[src/perr_defs.vh]
`ifndef PERR_DEFS_VH
`define PERR_DEFS_VH
// ----------------------------------------
// register byte offsets
// ----------------------------------------
`define PERR_OFS_PE_STATUS   12'h744
`define PERR_OFS_PE_RPT_CTL  12'h748
`define PERR_OFS_PE_COUNT    12'h74C
`define PERR_OFS_TO_STATUS   12'h754
`define PERR_OFS_TO_RPT_CTL  12'h758
// ----------------------------------------
// reset values
// ----------------------------------------
`define PERR_RST_PE_RPT_CTL  2'h2
`define PERR_RST_TO_RPT_CTL  8'h82
// ----------------------------------------
// field layout and encodings
// ----------------------------------------
`define PERR_SEV_W           2
`define PERR_CNT_W           8
`define PERR_NUM_Q           4
`define PERR_SEV_NONE        2'h0
`define PERR_SEV_COR         2'h1
`define PERR_SEV_NONFATAL    2'h2
`define PERR_SEV_FATAL       2'h3
`define PERR_RESP_OKAY       2'h0
`define PERR_RESP_SLVERR     2'h2
// ----------------------------------------
// timing: drop age of a queued packet
// ----------------------------------------
`define PERR_AGE_LIMIT_MS    50
`endif

[src/perr_regs.v]
// Functional notes
// - a detected end-to-end parity error sets the parity status flag, which software clears by writing one.
// - each rise of the parity status flag is reported with the severity held in a two-bit field.
// - parity severity 0 sends nothing, 1 a correctable, 2 a non-fatal and 3 a fatal message to the root.
// - the eight-bit parity tally rises by one for each detected parity error.
// - the parity tally stops at all ones and never wraps to zero.
// - reading the parity tally returns its value and then clears it.
// - a posted-queue packet dropped for age sets status bit 0, cleared by writing one.
// - a non-posted-queue packet dropped for age sets status bit 1, cleared by writing one.
// - a completion-queue packet dropped for age sets status bit 2, cleared by writing one.
// - an inserted-queue packet dropped for age sets status bit 3, cleared by writing one.
// - posted and non-posted drops report per severity fields at bits 1:0 and 3:2 on a status rise.
// - completion and inserted drops report per severity fields at bits 5:4 and 7:6 on a status rise.
// - each drop severity field selects none, correctable, non-fatal or fatal toward the root.
//
// The AXI4-Lite register port is this design's own decision.
`timescale 1ns/100ps
`default_nettype none
`include "perr_defs.vh"
module perr_regs #(
	parameter ADDR_W = 12
) (
	input  wire              clk,
	input  wire              nrst,
	input  wire              hot_rst,
	input  wire              e2e_parity_err,
	input  wire              posted_age_drop,
	input  wire              nonposted_age_drop,
	input  wire              completion_age_drop,
	input  wire              inserted_age_drop,
	input  wire [ADDR_W-1:0] s_axi_awaddr,
	input  wire              s_axi_awvalid,
	output reg               s_axi_awready,
	input  wire [31:0]       s_axi_wdata,
	input  wire [3:0]        s_axi_wstrb,
	input  wire              s_axi_wvalid,
	output reg               s_axi_wready,
	output reg  [1:0]        s_axi_bresp,
	output reg               s_axi_bvalid,
	input  wire              s_axi_bready,
	input  wire [ADDR_W-1:0] s_axi_araddr,
	input  wire              s_axi_arvalid,
	output reg               s_axi_arready,
	output reg  [31:0]       s_axi_rdata,
	output reg  [1:0]        s_axi_rresp,
	output reg               s_axi_rvalid,
	input  wire              s_axi_rready,
	output reg               err_msg_valid,
	output reg  [1:0]        err_msg_sev,
	input  wire              err_msg_ready
);
	// ----------------------------------------
	// state
	// ----------------------------------------
	reg                      parity_status;
	reg  [1:0]               parity_sev;
	reg  [`PERR_NUM_Q-1:0]   to_status;
	reg  [7:0]               to_sev;
	wire [`PERR_CNT_W-1:0]   parity_err_tally;
	reg  [ADDR_W-1:0]        aw_addr;
	reg  [31:0]              w_data;
	reg  [3:0]               w_strb;
	reg                      aw_have;
	reg                      w_have;
	wire                     arb_valid;
	wire [1:0]               arb_sev;
	wire [`PERR_NUM_Q:0]     arb_src;
	wire [`PERR_NUM_Q-1:0]   drops;
	wire                     wr_go;
	wire                     rd_go;
	wire                     wr_lane0;
	wire                     tally_clr;
	reg  [31:0]              next_rdata;
	reg                      next_rok;
	reg                      wr_ok;

	assign drops    = {inserted_age_drop, completion_age_drop, nonposted_age_drop, posted_age_drop};
	assign wr_go    = aw_have & w_have & ~s_axi_bvalid;
	assign rd_go    = s_axi_arvalid & s_axi_arready;
	assign wr_lane0 = wr_go & w_strb[0];
	assign tally_clr = rd_go & (s_axi_araddr == `PERR_OFS_PE_COUNT);

	// ----------------------------------------
	// write channels: address and data taken in either order
	// ----------------------------------------
	always @(posedge clk or negedge nrst) begin
		if (!nrst) begin
			aw_have       <= 1'b0;
			w_have        <= 1'b0;
			aw_addr       <= {ADDR_W{1'b0}};
			w_data        <= 32'h00000000;
			w_strb        <= 4'h0;
			s_axi_awready <= 1'b0;
			s_axi_wready  <= 1'b0;
		end else begin
			s_axi_awready <= ~aw_have & ~(s_axi_awvalid & s_axi_awready) & ~s_axi_bvalid;
			s_axi_wready  <= ~w_have & ~(s_axi_wvalid & s_axi_wready) & ~s_axi_bvalid;
			if (s_axi_awvalid && s_axi_awready) begin
				aw_have <= 1'b1;
				aw_addr <= s_axi_awaddr;
			end
			if (s_axi_wvalid && s_axi_wready) begin
				w_have <= 1'b1;
				w_data <= s_axi_wdata;
				w_strb <= s_axi_wstrb;
			end
			if (wr_go) begin
				aw_have <= 1'b0;
				w_have  <= 1'b0;
			end
		end
	end

	// decode of the write address
	always @* begin
		case (aw_addr)
			`PERR_OFS_PE_STATUS,
			`PERR_OFS_PE_RPT_CTL,
			`PERR_OFS_PE_COUNT,
			`PERR_OFS_TO_STATUS,
			`PERR_OFS_TO_RPT_CTL: wr_ok = 1'b1;
			default:              wr_ok = 1'b0;
		endcase
	end

	// write response
	always @(posedge clk or negedge nrst) begin
		if (!nrst) begin
			s_axi_bvalid <= 1'b0;
			s_axi_bresp  <= `PERR_RESP_OKAY;
		end else if (wr_go) begin
			s_axi_bvalid <= 1'b1;
			s_axi_bresp  <= wr_ok ? `PERR_RESP_OKAY : `PERR_RESP_SLVERR;
		end else if (s_axi_bready) begin
			s_axi_bvalid <= 1'b0;
		end
	end

	// ----------------------------------------
	// read channel
	// ----------------------------------------
	always @* begin
		next_rdata = 32'h00000000;
		next_rok   = 1'b1;
		case (s_axi_araddr)
			`PERR_OFS_PE_STATUS:  next_rdata[0]   = parity_status;
			`PERR_OFS_PE_RPT_CTL: next_rdata[1:0] = parity_sev;
			`PERR_OFS_PE_COUNT:   next_rdata[7:0] = parity_err_tally;
			`PERR_OFS_TO_STATUS:  next_rdata[3:0] = to_status;
			`PERR_OFS_TO_RPT_CTL: next_rdata[7:0] = to_sev;
			default:              next_rok        = 1'b0;
		endcase
	end

	// one read at a time, answer one cycle after the address is taken
	always @(posedge clk or negedge nrst) begin
		if (!nrst) begin
			s_axi_arready <= 1'b0;
			s_axi_rvalid  <= 1'b0;
			s_axi_rdata   <= 32'h00000000;
			s_axi_rresp   <= `PERR_RESP_OKAY;
		end else begin
			s_axi_arready <= ~s_axi_rvalid & ~rd_go;
			if (rd_go) begin
				s_axi_rvalid <= 1'b1;
				s_axi_rdata  <= next_rdata;
				s_axi_rresp  <= next_rok ? `PERR_RESP_OKAY : `PERR_RESP_SLVERR;
			end else if (s_axi_rready) begin
				s_axi_rvalid <= 1'b0;
			end
		end
	end

	// ----------------------------------------
	// non-sticky status, cleared by any reset
	// ----------------------------------------
	always @(posedge clk or negedge nrst) begin
		if (!nrst) begin
			parity_status <= 1'b0;
			to_status     <= {`PERR_NUM_Q{1'b0}};
		end else if (hot_rst) begin
			parity_status <= 1'b0;
			to_status     <= {`PERR_NUM_Q{1'b0}};
		end else begin
			// set wins over a write-one clear in the same cycle
			if (e2e_parity_err) begin
				parity_status <= 1'b1;
			end else if (wr_lane0 && aw_addr == `PERR_OFS_PE_STATUS && w_data[0]) begin
				parity_status <= 1'b0;
			end
			if (wr_lane0 && aw_addr == `PERR_OFS_TO_STATUS) begin
				to_status <= (to_status & ~w_data[3:0]) | drops;
			end else begin
				to_status <= to_status | drops;
			end
		end
	end

	// parity severity: plain control, reloaded with its reset value 2 by any reset
	always @(posedge clk or negedge nrst) begin
		if (!nrst) begin
			parity_sev <= `PERR_RST_PE_RPT_CTL;
		end else if (hot_rst) begin
			parity_sev <= `PERR_RST_PE_RPT_CTL;
		end else if (wr_lane0 && aw_addr == `PERR_OFS_PE_RPT_CTL) begin
			parity_sev <= w_data[1:0];
		end
	end

	// drop severity fields: sticky, only the fundamental reset reloads them with their reset value
	always @(posedge clk or negedge nrst) begin
		if (!nrst) begin
			to_sev <= `PERR_RST_TO_RPT_CTL;
		end else if (wr_lane0 && aw_addr == `PERR_OFS_TO_RPT_CTL) begin
			to_sev <= w_data[7:0];
		end
	end

	// ----------------------------------------
	// parity tally: sticky, so fed only by the fundamental reset
	// ----------------------------------------
	perr_sat_counter #(
		.WIDTH (`PERR_CNT_W)
	) u_tally (
		.clk   (clk),
		.nrst  (nrst),
		.inc   (e2e_parity_err & ~hot_rst),
		.clr   (tally_clr),
		.count (parity_err_tally)
	);

	// ----------------------------------------
	// message generation on zero-to-one rises
	// ----------------------------------------
	perr_msg_arbiter #(
		.N (`PERR_NUM_Q + 1)
	) u_arb (
		.clk       (clk),
		.nrst      (nrst),
		.req       ({drops & ~to_status, e2e_parity_err & ~parity_status} & {(`PERR_NUM_Q+1){~hot_rst}}),
		.sev       ({to_sev, parity_sev}),
		.msg_ready (~err_msg_valid | err_msg_ready),
		.msg_valid (arb_valid),
		.msg_sev   (arb_sev),
		.msg_src   (arb_src)
	);

	// message outputs: loaded only when empty or taken, so each message moves once and its severity stands
	always @(posedge clk or negedge nrst) begin
		if (!nrst) begin
			err_msg_valid <= 1'b0;
			err_msg_sev   <= `PERR_SEV_NONE;
		end else if (!err_msg_valid || err_msg_ready) begin
			err_msg_valid <= arb_valid;
			err_msg_sev   <= arb_sev;
		end
	end
endmodule // perr_regs
`default_nettype wire

[src/perr_sat_counter.v]
`timescale 1ns/100ps
`default_nettype none
`include "perr_defs.vh"
// ----------------------------------------
// saturating clear-on-read counter
// ----------------------------------------
module perr_sat_counter #(
	parameter WIDTH = `PERR_CNT_W
) (
	input  wire             clk,
	input  wire             nrst,
	input  wire             inc,
	input  wire             clr,
	output reg  [WIDTH-1:0] count
);
	// an event in the read cycle is counted after the clear, not lost
	always @(posedge clk or negedge nrst) begin
		if (!nrst) begin
			count <= {WIDTH{1'b0}};
		end else if (clr) begin
			count <= inc ? {{(WIDTH-1){1'b0}}, 1'b1} : {WIDTH{1'b0}};
		end else if (inc && (count != {WIDTH{1'b1}})) begin
			count <= count + {{(WIDTH-1){1'b0}}, 1'b1};
		end
	end
endmodule // perr_sat_counter
`default_nettype wire

[src/perr_msg_arbiter.v]
`timescale 1ns/100ps
`default_nettype none
`include "perr_defs.vh"
// ----------------------------------------
// pending-message arbiter toward the root
// ----------------------------------------
module perr_msg_arbiter #(
	parameter N = 5
) (
	input  wire                     clk,
	input  wire                     nrst,
	input  wire [N-1:0]             req,
	input  wire [N*`PERR_SEV_W-1:0] sev,
	input  wire                     msg_ready,
	output reg                      msg_valid,
	output reg  [`PERR_SEV_W-1:0]   msg_sev,
	output reg  [N-1:0]             msg_src
);
	reg  [N-1:0]           pend;
	reg  [N*`PERR_SEV_W-1:0] pend_sev;
	reg  [N-1:0]           pick;
	reg                    found;
	integer                i;
	integer                j;
	wire                   taken = msg_valid & msg_ready;
	// lowest pending source wins
	always @* begin
		pick  = {N{1'b0}};
		found = 1'b0;
		for (i = 0; i < N; i = i + 1) begin
			if (pend[i] && !found) begin
				pick[i] = 1'b1;
				found   = 1'b1;
			end
		end
	end
	// one pending slot per source, so one message per rising edge
	genvar g;
	generate
		for (g = 0; g < N; g = g + 1) begin : g_pend
			always @(posedge clk or negedge nrst) begin
				if (!nrst) begin
					pend[g]                                 <= 1'b0;
					pend_sev[g*`PERR_SEV_W +: `PERR_SEV_W] <= `PERR_SEV_NONE;
				end else if (req[g] && (sev[g*`PERR_SEV_W +: `PERR_SEV_W] != `PERR_SEV_NONE)) begin
					pend[g]                                 <= 1'b1;
					pend_sev[g*`PERR_SEV_W +: `PERR_SEV_W] <= sev[g*`PERR_SEV_W +: `PERR_SEV_W];
				end else if (!msg_valid && pick[g]) begin
					pend[g] <= 1'b0;
				end
			end
		end
	endgenerate
	// message register held until taken
	always @(posedge clk or negedge nrst) begin
		if (!nrst) begin
			msg_valid <= 1'b0;
			msg_sev   <= `PERR_SEV_NONE;
			msg_src   <= {N{1'b0}};
		end else if (!msg_valid || taken) begin
			msg_valid <= 1'b0;
			if (!msg_valid && found) begin
				msg_valid <= 1'b1;
				msg_src   <= pick;
				for (j = 0; j < N; j = j + 1) begin
					if (pick[j]) begin
						msg_sev <= pend_sev[j*`PERR_SEV_W +: `PERR_SEV_W];
					end
				end
			end
		end
	end
endmodule // perr_msg_arbiter
`default_nettype wire

[config.mk]
export PLATFORM = sky130hd
export DESIGN_NAME = perr_regs
export DESIGN_NICKNAME = d
export VERILOG_FILES = /design/src/perr_regs.v /design/src/perr_sat_counter.v /design/src/perr_msg_arbiter.v
export VERILOG_INCLUDE_DIRS = /design/src
export SDC_FILE = /design/constraint.sdc
export NUM_CORES = 1
export LEC_CHECK = 0
export CORE_ASPECT_RATIO = 1.75
export CORE_MARGIN = 3
export CORE_UTILIZATION = 68
export DETAILED_ROUTE_END_ITERATION = 12
export DONT_BUFFER_PORTS = 1
export PLACE_DENSITY = 0.83
export SYNTH_ARGS = -nofsm -noshare
export SYNTH_HDL_FRONTEND = slang
export SYNTH_SLANG_ARGS = --single-unit
[constraint.sdc]
create_clock -name clk -period 5.7 [get_ports clk]
set_clock_uncertainty 0.1 [all_clocks]
set_input_delay 1.14 -clock clk [delete_from_list [all_inputs] [get_ports clk]]
set_output_delay 1.14 -clock clk [all_outputs]
set_load 0.03 [all_outputs]
==> impl_results.md <==
- Status: finished clean
- Clock transition at path regs: 0.09 ns
- Die span in x: 63.0 um
- Slew of the pin with the lowest slew margin: 0.613 ns
- Max-slew headroom: 0.586
- CTS-repair resized insts: 0
- Ant diodes: 0
- Yosys top cell area share: 0.511
- Fillers: 377
- Post-route clock period utilization: 0.386
- First DRT Iteration DRCs: 145
- Setup ws final: 3.50 ns
- Port Buffers: 0
- Final Slew Violations: 0
- Nature of the critical path startpoint: flip-flop
- Fin. Hold Viols: 0
- CP arrival: 2.34 ns
- Initial antenna violation count: 0
- Clock share of power: 0.297
- CP required: 5.84 ns
- Routed wire length per instance: 17.5 um
- Lkg Pwr: 1.81 nW
- Setup TNS: 0 ns
- Max Cap Viol: 0
- P_int: 0.00108 W
- Count of state elements after synthesis: 82
- CTS sink count: 82
- Clock Tree Root: clkbuf_8
- Hold_ws: 0.374 ns
- CTS Hold Buffers Added: 0
- Std-Cell Rows: 35
- Clk buf depth: 2
- # DRC: 0
- Io pins: 118
- Most frequent cell after synthesis: dfrtp_1
- Htree depth: 3
- Synth cell count leaders: 79 x dfrtp_1, 37 x mux2_2, 28 x o21ai_0
- Mapped Cells: 341
- Area growth syn-to-layout: 4.94%
- Synth warnings: 0
- Netlist Area Pre-Place: 3870 um^2
- GRT Total Usage: 0.236
- Clock latency on the worst-skew pair: 0.35 ns
- Synthesized area per cell: 11.4 um^2
- First-pass GRT wire length: 12.1 mm
- RSZ-0062 raised after global routing: false
- Die area: 6670 um^2
- CTS tree: built
- Hold Path Class: primary input to async pin
- Final GP Congestion: 0.818
- DPL Wire Length: 5.51 mm
- Sequential Power Share: 0.544
- Chip Height: 106 um
- Async S/R FF share, synth: 1.00
- ANT nets after route: 0
- Psw: 0.000478 W
- Total iterations of the first detailed-routing run: 4
- Crit-path max cell delay: 0.58 ns
- CORE AREA: 5390 um^2
- Synth top area cells: dfrtp_1 51%, mux2_2 11%, buf_4 5.0%
- Largest fanout on the critical path: 8
- Layout cell share with drive strength beyond 1: 0.174
- Number of synthesized flops with an enable pin: 0
- Vias in the first global route: 2556
- Pwr dens: 384 nW/um^2
- Starting Density: 0.719
- Worst vdd ir: 305 uV
- Fmax: 454 MHz
- Total CTS buffers: 9
- Routed wire length: 7.41 mm
- Tmin final: 2.20 ns
- Register area share after synthesis: 0.531
- Main synth FF type: dfrtp_1
- Largest net degree at the start of global routing: 83
- Worst path cell trace: nand3b_1 -> nor4_2 -> nand2_4 -> mux2_2
- Crit path max-delay family: simple AND/OR/NAND/NOR gates
- Postcts setup bufs: 0
- Area leader, netlist: dfrtp_1
- Sw Ratio: 0.306
- CP bufs+invs: 0
- DP Area: 3840 um^2
- Vias: 2506
- Comb pwr share: 0.159
- Crit Path Category: flip-flop to flip-flop
- CP endpoint kind: flip-flop
- Total grt overflow: 0
- Worst slack, placed: 3.21 ns
- Fin area: 4060 um^2
- Vias per cell: 5.91
- Critical path's slowest cell: nor4_2
- Distinct cells, synth: 54
- # nets final: 420
- Count of final setup violators: 0
## power by group through the flow
stage / Clock (W) / Sequential, W / Combinational [W]
after floorplan: 0 / 0.000824 / 0.000235
after global placement: 0 / 0.000848 / 0.000237
after detailed placement: 0 / 0.000859 / 0.000251
after CTS: 0.000470 / 0.000847 / 0.000252
after global routing: 0.000499 / 0.000865 / 0.000279
final: 0.000463 / 0.000848 / 0.000248
## registers in the layout, summed over array words and instances, names as in the netlist, 2 cells and up
name / flops
to_sev: 8
w_data: 8
parity_sev: 2
u_tally.count: 8
s_axi_rdata: 8
u_arb.pend_sev: 10
u_arb.msg_sev: 2
err_msg_sev: 2
u_arb.pend: 5
to_status: 4
aw_addr: 12
## per-layer routing
layer	track usage	vias to the layer above	share of wire
met1	0.248	1229	0.35
met4	0.0932	0	0.015
met3	0.0629	9	0.069
met2	0.437	83	0.56
li1	-	1185	-
met5	0	-	0
## through the flow
| step | total power [W] | cells | utilization |
|---|---|---|---|
| final | 0.00156 | 424 | 0.754 |
| after global routing | 0.00164 | 424 | 0.754 |
| after CTS | 0.00157 | 424 | 0.754 |
| after detailed placement | 0.00111 | 408 | 0.713 |
| after global placement | 0.00108 | 408 | 0.713 |
| after floorplan | 0.00106 | 366 | - |
## cells in the final DEF, fill, tap and decap left out, types with 2 or more instances in the layout
cell        synthesis  routed
bufinv_16           0       2
and3b_1             2       2
a22o_1              4       4
and3_1              2       2
nand3b_1            2       2
inv_6               0       2
nand3_1             6       6
and4b_1             3       3
mux2_2             37      37
nor3_1              7       7
nand2b_1            8       8
clkinvlp_4          0       3
a21oi_1             8       8
nor2b_1             4       4
o21ai_0            28      28
a2111oi_0           2       2
inv_1              14      14
a211oi_1            2       2
dfrtp_1            79      79
xor2_1              3       3
nand2_1            19      19
nor4_1              2       2
o21bai_1            2       2
nor4bb_1            2       2
conb_1              1      26
nor3b_1             3       3
o211ai_1            4       4
clkbuf_8            0       9
a22oi_1             9       9
nand4b_1            2       2
nor2_1             19      19
dfstp_2             3       3
nor4b_1             5       5
mux2i_1             7       7
## area by class of cell
class	instances	area [um^2]	area share
Inverter	14	52.6	0.0129
Clock inverter	7	100	0.0246
Multi-Input combinational cell	238	1640	0.403
Sequential cell	82	2060	0.506
Tap cell	74	92.6	0.0228
Clock buffer	9	124	0.0305
## final timing paths
check,start,to,slack (ns),depth (start not counted)
worst max register to register,s_axi_bvalid$_DFFE_PN0P_,to_sev[2]$_DFFE_PN0P_,3.50,4
worst min-delay path,nrst,u_arb.pend[1]$_DFFE_PN0P_,0.37,0
worst min register to register,aw_have$_DFFE_PN0P_,s_axi_awready$_DFF_PN0_,0.39,1
worst max-delay path,s_axi_bvalid$_DFFE_PN0P_,to_sev[2]$_DFFE_PN0P_,3.50,4
min in group clk,aw_have$_DFFE_PN0P_,s_axi_awready$_DFF_PN0_,0.39,1
max in group asynchronous,nrst,to_sev[7]$_DFFE_PN1P_,4.92,0
## cell families after synthesis
logic type	Yosys count	share of synthesized area
compound gates	67	0.111
xor+xnor	4	0.00905
fa+ha+maj	1	0.00323
buf+inv	46	0.0701
flops	82	0.531
mux	44	0.126
other cells	1	0.000968
simple gates	96	0.150
No activity file was read; power rests on OpenSTA's default activity.
